**config.mk**
```make
export PLATFORM = sky130hd
export DESIGN_NAME = tmw_timer8
export DESIGN_NICKNAME = d
export VERILOG_FILES = /design/src/common/tmw_pkg.sv /design/src/logic/tmw_timer8.sv
export SDC_FILE = /design/constraint.sdc
export NUM_CORES = 1
export LEC_CHECK = 0
export BUFFER_PORTS_ARGS = -buffer_cell sky130_fd_sc_hd__buf_4
export CAP_MARGIN = 30
export CORE_UTILIZATION = 50
export DETAILED_ROUTE_END_ITERATION = 7
export PLACE_DENSITY = 0.74
export SYNTH_ARGS = -nofsm -noshare
export SYNTH_HDL_FRONTEND = slang
export SYNTH_SLANG_ARGS = --single-unit
```
**constraint.sdc**
```tcl
create_clock -name I_REF_CLK -period 6.3 [get_ports I_REF_CLK]
set_clock_uncertainty 0.2 [all_clocks]
set_input_delay 0.63 -clock I_REF_CLK [delete_from_list [all_inputs] [get_ports I_REF_CLK]]
set_output_delay 0.63 -clock I_REF_CLK [all_outputs]
set_load 0.02 [all_outputs]
```
**src/common/tmw_pkg.sv**
```systemverilog
// constants and types for the 8-bit waveform timer
// assumes a 32-bit classic wishbone slave with byte addresses
package tmw_pkg;

  // ----------------------------------------------------------------
  // register map (byte offsets)
  // ----------------------------------------------------------------
  localparam logic [7:0] TMW_ADR_CTRL = 8'h00;
  localparam logic [7:0] TMW_ADR_COUNT = 8'h04;
  localparam logic [7:0] TMW_ADR_COMPARE = 8'h08;
  localparam logic [7:0] TMW_ADR_STATUS = 8'h0C;

  // ----------------------------------------------------------------
  // field positions
  // ----------------------------------------------------------------
  localparam int unsigned TMW_CTRL_MODE_LSB = 0;
  localparam int unsigned TMW_CTRL_ACT_LSB = 2;
  localparam int unsigned TMW_CTRL_CS_LSB = 4;
  localparam int unsigned TMW_CTRL_ASYNC_BIT = 7;
  localparam int unsigned TMW_CTRL_DIR_BIT = 8;
  localparam int unsigned TMW_CTRL_FORCE_BIT = 9;
  localparam int unsigned TMW_STAT_OVF_BIT = 0;
  localparam int unsigned TMW_STAT_CMP_BIT = 1;
  localparam int unsigned TMW_STAT_OC_BIT = 2;

  // ----------------------------------------------------------------
  // modes and actions
  // ----------------------------------------------------------------
  typedef enum logic [1:0] {
    TMW_MODE_NORMAL = 2'h0,
    TMW_MODE_PHASE = 2'h1,
    TMW_MODE_CLEAR = 2'h2,
    TMW_MODE_FAST = 2'h3
  } tmw_mode_type;

  localparam logic [1:0] TMW_ACT_OFF = 2'h0;
  localparam logic [1:0] TMW_ACT_TOGGLE = 2'h1;
  localparam logic [1:0] TMW_ACT_CLEAR = 2'h2;
  localparam logic [1:0] TMW_ACT_SET = 2'h3;

  // count direction, one-hot
  typedef enum logic [1:0] {
    TMW_DIR_UP = 2'b01,
    TMW_DIR_DOWN = 2'b10
  } tmw_dir_type;

  // ----------------------------------------------------------------
  // clock select codes and prescaler masks
  // ----------------------------------------------------------------
  localparam logic [2:0] TMW_CS_STOP = 3'h0;
  localparam logic [2:0] TMW_CS_DIV1 = 3'h1;
  localparam logic [2:0] TMW_CS_DIV8 = 3'h2;
  localparam logic [2:0] TMW_CS_DIV32 = 3'h3;
  localparam logic [2:0] TMW_CS_DIV64 = 3'h4;
  localparam logic [2:0] TMW_CS_DIV128 = 3'h5;
  localparam logic [2:0] TMW_CS_DIV256 = 3'h6;
  localparam logic [2:0] TMW_CS_DIV1024 = 3'h7;
  localparam logic [9:0] TMW_MASK_DIV1 = 10'h000;
  localparam logic [9:0] TMW_MASK_DIV8 = 10'h007;
  localparam logic [9:0] TMW_MASK_DIV32 = 10'h01F;
  localparam logic [9:0] TMW_MASK_DIV64 = 10'h03F;
  localparam logic [9:0] TMW_MASK_DIV128 = 10'h07F;
  localparam logic [9:0] TMW_MASK_DIV256 = 10'h0FF;
  localparam logic [9:0] TMW_MASK_DIV1024 = 10'h3FF;

  // ----------------------------------------------------------------
  // count values
  // ----------------------------------------------------------------
  localparam logic [7:0] TMW_BOTTOM = 8'h00;
  localparam logic [7:0] TMW_BOTTOM_P1 = 8'h01;
  localparam logic [7:0] TMW_MAX = 8'hFF;
  localparam logic [7:0] TMW_MAX_M1 = 8'hFE;
  localparam logic [7:0] TMW_ONE = 8'h01;
  localparam logic [9:0] TMW_PRESC_ONE = 10'h001;

endpackage

```
**src/logic/tmw_timer8.sv**
```systemverilog
// 8-bit timer with one compare channel: normal, clear-on-match,
// fast pwm and phase-correct pwm, behind a classic wishbone slave.
// assumes one 40 MHz clock; the timer oscillator arrives as a pin
// and is sampled, never used as a clock.
`timescale 1ns/1ps

module tmw_timer8 (
  input wire logic I_REF_CLK,
  input wire logic I_RSTN,
  input wire logic I_WB_CYC,
  input wire logic I_WB_STB,
  input wire logic I_WB_WE,
  input wire logic [7:0] I_WB_ADR,
  input wire logic [3:0] I_WB_SEL,
  input wire logic [31:0] I_WB_DAT,
  output logic [31:0] O_WB_DAT,
  output logic O_WB_ACK,
  input wire logic I_OSC_CLK,
  output logic O_COMPARE_OUTPUT,
  output logic O_COMPARE_OUTPUT_OE
);
  import tmw_pkg::*;

  // ----------------------------------------------------------------
  // state
  // ----------------------------------------------------------------
  typedef struct packed {
    logic ack;
    logic [31:0] dat;
    tmw_mode_type waveform_mode_select;
    logic [1:0] compare_output_action;
    logic [2:0] clock_select;
    logic async_select;
    logic pin_direction_out;
    logic [7:0] counter_value;
    logic [7:0] compare_value;
    logic [7:0] compare_buffer;
    tmw_dir_type dir;
    logic match_block;
    logic overflow_flag;
    logic compare_match_flag;
    logic compare_output;
    logic [9:0] presc;
    logic osc_s1;
    logic osc_s2;
    logic osc_s3;
    logic pin_value;
    logic pin_oe;
  } tmw_state_type;

  localparam tmw_state_type TMW_STATE_RST = '{
    ack: 1'b0,
    dat: 32'h0000_0000,
    waveform_mode_select: TMW_MODE_NORMAL,
    compare_output_action: TMW_ACT_OFF,
    clock_select: TMW_CS_STOP,
    async_select: 1'b0,
    pin_direction_out: 1'b0,
    counter_value: TMW_BOTTOM,
    compare_value: TMW_BOTTOM,
    compare_buffer: TMW_BOTTOM,
    dir: TMW_DIR_UP,
    match_block: 1'b0,
    overflow_flag: 1'b0,
    compare_match_flag: 1'b0,
    compare_output: 1'b0,
    presc: 10'h000,
    osc_s1: 1'b0,
    osc_s2: 1'b0,
    osc_s3: 1'b0,
    pin_value: 1'b0,
    pin_oe: 1'b0
  };

  tmw_state_type s_r;
  tmw_state_type s_nxt;

  // ----------------------------------------------------------------
  // next-state logic
  // ----------------------------------------------------------------
  always_comb begin
    logic acc;
    logic wr;
    logic base;
    logic run;
    logic tick;
    logic pwm;
    logic match;
    logic force_hit;
    logic [9:0] mask;
    logic [1:0] act;
    tmw_dir_type dir_n;
    acc = 1'b0;
    wr = 1'b0;
    base = 1'b0;
    run = 1'b0;
    tick = 1'b0;
    pwm = 1'b0;
    match = 1'b0;
    force_hit = 1'b0;
    mask = TMW_MASK_DIV1;
    act = TMW_ACT_OFF;
    dir_n = TMW_DIR_UP;
    s_nxt = s_r;

    // oscillator pin: two flops, then edge detect on the second
    s_nxt.osc_s1 = I_OSC_CLK;
    s_nxt.osc_s2 = s_r.osc_s1;
    s_nxt.osc_s3 = s_r.osc_s2;

    // ----------------------------------------------------------------
    // timer clock enable
    // ----------------------------------------------------------------
    // oscillator edges stand in for the io clock in async mode;
    // the oscillator must run well below a quarter of the core clock
    base = s_r.async_select ? (s_r.osc_s2 & ~s_r.osc_s3) : 1'b1;
    unique case (s_r.clock_select)
      TMW_CS_DIV8: mask = TMW_MASK_DIV8;
      TMW_CS_DIV32: mask = TMW_MASK_DIV32;
      TMW_CS_DIV64: mask = TMW_MASK_DIV64;
      TMW_CS_DIV128: mask = TMW_MASK_DIV128;
      TMW_CS_DIV256: mask = TMW_MASK_DIV256;
      TMW_CS_DIV1024: mask = TMW_MASK_DIV1024;
      TMW_CS_STOP,
      TMW_CS_DIV1: mask = TMW_MASK_DIV1;
    endcase
    run = (s_r.clock_select != TMW_CS_STOP);
    if (base && run) begin
      s_nxt.presc = s_r.presc + TMW_PRESC_ONE;
    end
    tick = base && run && ((s_r.presc & mask) == mask);

    pwm = (s_r.waveform_mode_select == TMW_MODE_PHASE) ||
          (s_r.waveform_mode_select == TMW_MODE_FAST);
    // a count write suppresses the match seen at the next tick
    match = (s_r.counter_value == s_r.compare_value) && !s_r.match_block;
    act = s_r.compare_output_action;

    // ----------------------------------------------------------------
    // bus decode
    // ----------------------------------------------------------------
    acc = I_WB_CYC && I_WB_STB && !s_r.ack;
    wr = acc && I_WB_WE;
    s_nxt.ack = acc;
    s_nxt.dat = 32'h0000_0000;
    if (acc && !I_WB_WE) begin
      unique case (I_WB_ADR)
        TMW_ADR_CTRL: begin
          s_nxt.dat[TMW_CTRL_MODE_LSB +: 2] = s_r.waveform_mode_select;
          s_nxt.dat[TMW_CTRL_ACT_LSB +: 2] = s_r.compare_output_action;
          s_nxt.dat[TMW_CTRL_CS_LSB +: 3] = s_r.clock_select;
          s_nxt.dat[TMW_CTRL_ASYNC_BIT] = s_r.async_select;
          s_nxt.dat[TMW_CTRL_DIR_BIT] = s_r.pin_direction_out;
        end
        TMW_ADR_COUNT: s_nxt.dat[7:0] = s_r.counter_value;
        TMW_ADR_COMPARE: s_nxt.dat[7:0] = s_r.compare_buffer;
        TMW_ADR_STATUS: begin
          s_nxt.dat[TMW_STAT_OVF_BIT] = s_r.overflow_flag;
          s_nxt.dat[TMW_STAT_CMP_BIT] = s_r.compare_match_flag;
          s_nxt.dat[TMW_STAT_OC_BIT] = s_r.compare_output;
        end
        default: s_nxt.dat = 32'h0000_0000;
      endcase
    end

    // write-one-to-clear; a set on the same tick below wins
    if (wr && I_WB_SEL[0] && (I_WB_ADR == TMW_ADR_STATUS)) begin
      if (I_WB_DAT[TMW_STAT_OVF_BIT]) begin
        s_nxt.overflow_flag = 1'b0;
      end
      if (I_WB_DAT[TMW_STAT_CMP_BIT]) begin
        s_nxt.compare_match_flag = 1'b0;
      end
    end

    // ----------------------------------------------------------------
    // counting, flags and waveform
    // ----------------------------------------------------------------
    if (tick) begin
      s_nxt.match_block = 1'b0;
      if (match) begin
        s_nxt.compare_match_flag = 1'b1;
      end
      unique case (s_r.waveform_mode_select)
        TMW_MODE_NORMAL: begin
          s_nxt.dir = TMW_DIR_UP;
          s_nxt.counter_value = s_r.counter_value + TMW_ONE;
          if (s_r.counter_value == TMW_MAX) begin
            s_nxt.overflow_flag = 1'b1;
          end
        end
        TMW_MODE_CLEAR: begin
          s_nxt.dir = TMW_DIR_UP;
          // unbuffered top: a top below the count is passed and the
          // count wraps through max before it can match
          if (match) begin
            s_nxt.counter_value = TMW_BOTTOM;
          end else begin
            s_nxt.counter_value = s_r.counter_value + TMW_ONE;
          end
          if (s_r.counter_value == TMW_MAX) begin
            s_nxt.overflow_flag = 1'b1;
          end
        end
        TMW_MODE_FAST: begin
          s_nxt.dir = TMW_DIR_UP;
          if (s_r.counter_value == TMW_MAX) begin
            s_nxt.counter_value = TMW_BOTTOM;
            s_nxt.compare_value = s_r.compare_buffer;
          end else begin
            s_nxt.counter_value = s_r.counter_value + TMW_ONE;
          end
          if (s_r.counter_value == TMW_MAX_M1) begin
            s_nxt.overflow_flag = 1'b1;
          end
        end
        TMW_MODE_PHASE: begin
          unique case (s_r.dir)
            TMW_DIR_UP: begin
              dir_n = (s_r.counter_value == TMW_MAX) ? TMW_DIR_DOWN : TMW_DIR_UP;
            end
            TMW_DIR_DOWN: begin
              dir_n = (s_r.counter_value == TMW_BOTTOM) ? TMW_DIR_UP : TMW_DIR_DOWN;
            end
            default: dir_n = TMW_DIR_UP;
          endcase
          s_nxt.dir = dir_n;
          // max and bottom each held for one tick: 510 per period
          if (dir_n == TMW_DIR_UP) begin
            s_nxt.counter_value = s_r.counter_value + TMW_ONE;
          end else begin
            s_nxt.counter_value = s_r.counter_value - TMW_ONE;
          end
          if (s_r.counter_value == TMW_MAX) begin
            s_nxt.compare_value = s_r.compare_buffer;
          end
          if ((dir_n == TMW_DIR_DOWN) && (s_r.counter_value == TMW_BOTTOM_P1)) begin
            s_nxt.overflow_flag = 1'b1;
          end
        end
      endcase

      // output on match; direction is that of the step taken, so a
      // compare at bottom or max leaves a constant level
      if (match) begin
        unique case (s_r.waveform_mode_select)
          TMW_MODE_PHASE: begin
            if (act == TMW_ACT_CLEAR) begin
              s_nxt.compare_output = (dir_n == TMW_DIR_DOWN);
            end else if (act == TMW_ACT_SET) begin
              s_nxt.compare_output = (dir_n == TMW_DIR_UP);
            end
          end
          TMW_MODE_FAST: begin
            if (act == TMW_ACT_TOGGLE) begin
              s_nxt.compare_output = ~s_r.compare_output;
            end else if (act == TMW_ACT_CLEAR) begin
              s_nxt.compare_output = 1'b0;
            end else if (act == TMW_ACT_SET) begin
              s_nxt.compare_output = 1'b1;
            end
          end
          TMW_MODE_NORMAL,
          TMW_MODE_CLEAR: begin
            if (act == TMW_ACT_TOGGLE) begin
              s_nxt.compare_output = ~s_r.compare_output;
            end else if (act == TMW_ACT_CLEAR) begin
              s_nxt.compare_output = 1'b0;
            end else if (act == TMW_ACT_SET) begin
              s_nxt.compare_output = 1'b1;
            end
          end
        endcase
      end

      // bottom action overrides a match on the same tick, which makes
      // compare = max a constant level and compare = 0 a one-tick spike
      if ((s_r.waveform_mode_select == TMW_MODE_FAST) &&
          (s_r.counter_value == TMW_MAX)) begin
        if (act == TMW_ACT_CLEAR) begin
          s_nxt.compare_output = 1'b1;
        end else if (act == TMW_ACT_SET) begin
          s_nxt.compare_output = 1'b0;
        end
      end
    end

    // ----------------------------------------------------------------
    // register writes
    // ----------------------------------------------------------------
    if (wr && (I_WB_ADR == TMW_ADR_CTRL)) begin
      if (I_WB_SEL[0]) begin
        s_nxt.waveform_mode_select =
          tmw_mode_type'(I_WB_DAT[TMW_CTRL_MODE_LSB +: 2]);
        s_nxt.compare_output_action = I_WB_DAT[TMW_CTRL_ACT_LSB +: 2];
        s_nxt.clock_select = I_WB_DAT[TMW_CTRL_CS_LSB +: 3];
        s_nxt.async_select = I_WB_DAT[TMW_CTRL_ASYNC_BIT];
      end
      if (I_WB_SEL[1]) begin
        s_nxt.pin_direction_out = I_WB_DAT[TMW_CTRL_DIR_BIT];
        // forced compare: no flag, no clear, non-pwm modes only
        force_hit = I_WB_DAT[TMW_CTRL_FORCE_BIT] && !pwm;
      end
    end
    if (force_hit) begin
      unique case (s_nxt.compare_output_action)
        TMW_ACT_TOGGLE: s_nxt.compare_output = ~s_r.compare_output;
        TMW_ACT_CLEAR: s_nxt.compare_output = 1'b0;
        TMW_ACT_SET: s_nxt.compare_output = 1'b1;
        TMW_ACT_OFF: s_nxt.compare_output = s_r.compare_output;
      endcase
    end

    // a count write wins over the tick and blocks the next match
    if (wr && I_WB_SEL[0] && (I_WB_ADR == TMW_ADR_COUNT)) begin
      s_nxt.counter_value = I_WB_DAT[7:0];
      s_nxt.match_block = 1'b1;
    end

    if (wr && I_WB_SEL[0] && (I_WB_ADR == TMW_ADR_COMPARE)) begin
      s_nxt.compare_buffer = I_WB_DAT[7:0];
      if (!pwm) begin
        s_nxt.compare_value = I_WB_DAT[7:0];
      end
    end

    // ----------------------------------------------------------------
    // pin
    // ----------------------------------------------------------------
    // action 0 hands the pin back to the port; direction gates the driver
    s_nxt.pin_oe = s_nxt.pin_direction_out &&
                   (s_nxt.compare_output_action != TMW_ACT_OFF);
    s_nxt.pin_value = s_nxt.pin_oe && s_nxt.compare_output;
  end

  always_ff @(posedge I_REF_CLK) begin
    if (!I_RSTN) begin
      s_r <= TMW_STATE_RST;
    end else begin
      s_r <= s_nxt;
    end
  end

  assign O_WB_ACK = s_r.ack;
  assign O_WB_DAT = s_r.dat;
  assign O_COMPARE_OUTPUT = s_r.pin_value;
  assign O_COMPARE_OUTPUT_OE = s_r.pin_oe;

endmodule

```
==> results.txt <==
- The run finished with clean final reports.
- Synthesis produced a netlist whose cell count is slightly below 500.
* Highest ir drop seen on vdd: ~120 µV
* Final core utilization: between 50 and 60%
- Max frequency: 337 MHz
* Transition time at the pin with the least slew margin: approximately 900 ps
- For this run, the number of standard cells in the final layout without fillers is about 600.
- Synth Warn #: 0
- Total Neg Setup Slack: 0 ps
- Hold slack final: about 240 ps
- Count leader, synth: sky130_fd_sc_hd__dfxtp_1
- Fraction of power consumed by sequential logic: 49.3%
- Hold wc startpoint: s_nxt[3]
- After clock tree synthesis, the clock-pin slew on the worst setup and hold paths is about 80 ps.
* Type of origin of the critical path: register
- Summed over all layers, the routed wires come to 9.42 mm.
- The mapped netlist covers roughly 4100 µm².
* Initial standard-cell utilization of the core: 52.2%
* Worst EP arrival: approximately 3000 ps
- The number of antenna violations at the first check in global routing is 0.
- Count of cells along the worst hold path: 1
* Layout-stage area growth over the synthesis result: 8.24%
- The core region is 7770 µm².
* Number of failing setup endpoints in the final timing report: 0
* Leftover overflow at the end of global routing: 0
* Reg2reg end: s_r[41]
- Share of the clock period used by the worst path: a little under half
- The clock network is responsible for 45.2% of the overall power.
- Count of flip-flops with a built-in enable after synthesis: 0
- The first global-routing pass estimated roughly 15 mm of wire.
- Top area cells in the synthesized netlist: sky130_fd_sc_hd__dfxtp_1 (35%), sky130_fd_sc_hd__mux2i_1 (5.9%), sky130_fd_sc_hd__buf_4 (5.9%)
- HPWL after detailed placement: 6.53 mm
- Top cell type's share of synthesized area: ~35%
- The first routing iteration left approximately 350 violations.
* Most instantiated flip-flop cell in the synthesis netlist: sky130_fd_sc_hd__dfxtp_1
* Largest buffer count on any clock path: 2
- Once the clock tree was built, the setup fixing pass inserted 0 buffers.
- The final hold violation count came to 0.
- TritonCTS built the clock tree.
- Gates resized during post-CTS repair numbered 0.
- Clock Sink Count: 70
- Gate power share: 5.5%
* Global routing usage summed across all routing layers: 23.0%
- Data required time of the worst path: around 6300 ps
- Setup repair after global routing missed its margin: false
- Kind of path behind the tightest hold check: register to register
* Clock latency reported for the late side of the worst-skew pair: ~350 ps
- The analysis attributes to net switching a power of 0.000217 W.
- Overall die height: 92.1 µm
- Using the TritonRoute via totals, the vias-per-cell ratio works out to ~5.8.
* PD cells: just over 200 nW/µm²
* Largest net degree at the start of global routing: 38
- The final count of pins violating max slew is 0.
- In this run the tool buffered the top-level ports with 37 buffer cells.
- The pre-antenna-repair detailed-routing pass consisted of 5 iterations.
- Counting cells, the worst reg-to-reg path comes to 7.
* Number of global-route vias before repair: ~3,200
- In the final layout, the share of cells above drive strength 1 is 14.5%.
- The detail route stage leaves a number of antenna-violating nets equal to 0.
* Net total in the final layout: 549
- Async set or reset register ratio after synthesis: 0%
- 0 antenna diodes ended up in the layout.
- For this design the static power due to leakage is 1.80 nW.
- Measured along the x axis, the die boundary spans roughly 92 µm.
- In the synthesized netlist, the cells that appear most often are sky130_fd_sc_hd__dfxtp_1 (70), sky130_fd_sc_hd__nor2_1 (54), sky130_fd_sc_hd__nand2_1 (39).
- The synthesized design contains 70 register bits.
* Maximum fanout count along the critical path: 10
- Class of the most critical setup path: register to register
* Vias after detailed routing: roughly 3,500
* Routability congestion estimate from global placement: just under 0.9
* Remaining routing DRC violations: 0
* Register-to-register setup slack: approximately 3300 ps
* Mean cell area of the mapped netlist: 8.41 µm²
- In this run, placement finished with an instance count of ~580.
- Min-Delay Endpoint: s_nxt[2]
- The worst pin sits at a relative slew slack of roughly two fifths.
* Area enclosed by the die boundary: 8470 µm²
- The synthesized design spends more area on one cell type than any other, namely sky130_fd_sc_hd__dfxtp_1.
- Of the total power, the share spent switching nets is about 24%.
- Total number of H-tree levels: 3
- For this design, the CTS-stage hold fixing added 0 buffers.
- 85 I/O pins were placed.
* Cell internal pwr: 0.000683 W
- Cell chosen for the clock root: sky130_fd_sc_hd__clkbuf_8
* Count of distinct cell types in the synthesized netlist: 63
- # rows: 32
* Capturing element type of the critical path: register
- Min cycle time layout: just under 3000 ps
* Register area share after synthesis: between 30% and 40%
- The number of clock buffers added by TritonCTS is 9.
* Startpoint of the worst-slack reg-to-reg timing path: s_r[37]
* Maximum capacitance violations: 0
- In the final routed layout, each cell accounts on average for about 16 µm.
## layout make-up
| type | count | area, µm² |
|---|---|---|
| Clock buffer | 9 | 124 |
| Clock inverter | 7 | 95.1 |
| Fill cell | 697 | 3380 |
| Inverter | 18 | 67.6 |
| Multi-Input combinational cell | 356 | 2300 |
| Sequential cell | 70 | 1400 |
| Tap cell | 102 | 128 |
| Timing Repair Buffer | 37 | 278 |
## flip-flops by register name, indices dropped and copies added (netlist names), named ones only
register,count
s_r,50
O_WB_DAT,9
s_nxt,2
O_COMPARE_OUTPUT,1
O_COMPARE_OUTPUT_OE,1
O_WB_ACK,1
## how the worst max path moves through the flow
stage                 from  endpoint  slack (ps)  depth (start not counted)
6_report           s_r[37]   s_r[41]        3330                          7
5_1_grt            s_r[37]   s_r[41]        3140                          7
4_1_cts            s_r[37]   s_r[41]        3390                          7
3_5_place_dp   I_WB_ADR[5]   s_r[32]        3140                          7
3_3_place_gp   I_WB_ADR[3]   s_r[36]        3170                          6
2_1_floorplan  I_WB_ADR[5]   s_r[34]        3690                          9
## kinds of logic (layout without fill, tap and decap cells)
kind of cell / after synthesis / count (layout) / synth area share (%)
AND/OR/NAND/NOR: 190 / 190 / 24.4
AO/OA/AOI/OAI: 88 / 88 / 15.8
buffers and inverters: 78 / 71 / 10.9
flip-flops: 70 / 70 / 34.6
multiplexers: 27 / 27 / 7.59
XOR/XNOR: 21 / 21 / 4.54
adder cells (fa/ha/maj): 7 / 7 / 2.16
other: 1 / 23 / 0.0925
## power groups by stage
stage          sequential [W]  clock, W  combinational [W]
4_1_cts              0.000443  0.000412          0.0000489
3_3_place_gp         0.000454         0          0.0000485
2_1_floorplan        0.000454         0          0.0000387
6_report             0.000444  0.000407          0.0000496
3_5_place_dp         0.000454         0          0.0000488
5_1_grt              0.000444  0.000430          0.0000529
## placed cells by master (no fill, tap or decap), types with 6 or more instances in the layout
cell / netlist / final
sky130_fd_sc_hd__a211oi_2: 8 / 8
sky130_fd_sc_hd__a21oi_1: 29 / 29
sky130_fd_sc_hd__and2_1: 8 / 8
sky130_fd_sc_hd__buf_4: 32 / 37
sky130_fd_sc_hd__clkbuf_8: 0 / 9
sky130_fd_sc_hd__conb_1: 1 / 23
sky130_fd_sc_hd__dfxtp_1: 70 / 70
sky130_fd_sc_hd__ha_1: 7 / 7
sky130_fd_sc_hd__inv_1: 17 / 17
sky130_fd_sc_hd__mux2i_1: 24 / 24
sky130_fd_sc_hd__nand2_1: 39 / 39
sky130_fd_sc_hd__nand2b_1: 8 / 8
sky130_fd_sc_hd__nand3_1: 15 / 15
sky130_fd_sc_hd__nand4_1: 12 / 12
sky130_fd_sc_hd__nor2_1: 54 / 54
sky130_fd_sc_hd__nor2b_1: 7 / 7
sky130_fd_sc_hd__nor3_1: 13 / 13
sky130_fd_sc_hd__o21ai_0: 13 / 13
sky130_fd_sc_hd__o221ai_1: 6 / 6
sky130_fd_sc_hd__xnor2_1: 16 / 16
## worst max-delay path: stages (launching register included)
cell                        delay, ps
sky130_fd_sc_hd__dfxtp_1          600
sky130_fd_sc_hd__inv_1            190
sky130_fd_sc_hd__ha_1             310
sky130_fd_sc_hd__a311oi_1         490
sky130_fd_sc_hd__a221o_1          320
sky130_fd_sc_hd__nand2_1          200
sky130_fd_sc_hd__a2111oi_0        480
sky130_fd_sc_hd__nor2_1            70
## layer usage
layer | up-vias | track usage [%] | wire [µm]
met5 | - | 0 | 0
met4 | 0 | 12.6 | 248
met3 | 21 | 3.23 | 582
met2 | 149 | 37.3 | 4410
met1 | 1636 | 29.4 | 4180
li1 | 1673 | - | -
## through the flow
stage                     total power (W)  setup WS [ps]  area [µm²]
after global routing             0.000926           3140        4390
after global placement           0.000502           3170        4170
after detailed placement         0.000503           3140        4170
after CTS                        0.000904           3390        4390
after floorplan                  0.000493           3690        4140
final                            0.000900           3330        4390
No activity file was read; power rests on OpenSTA's default activity.
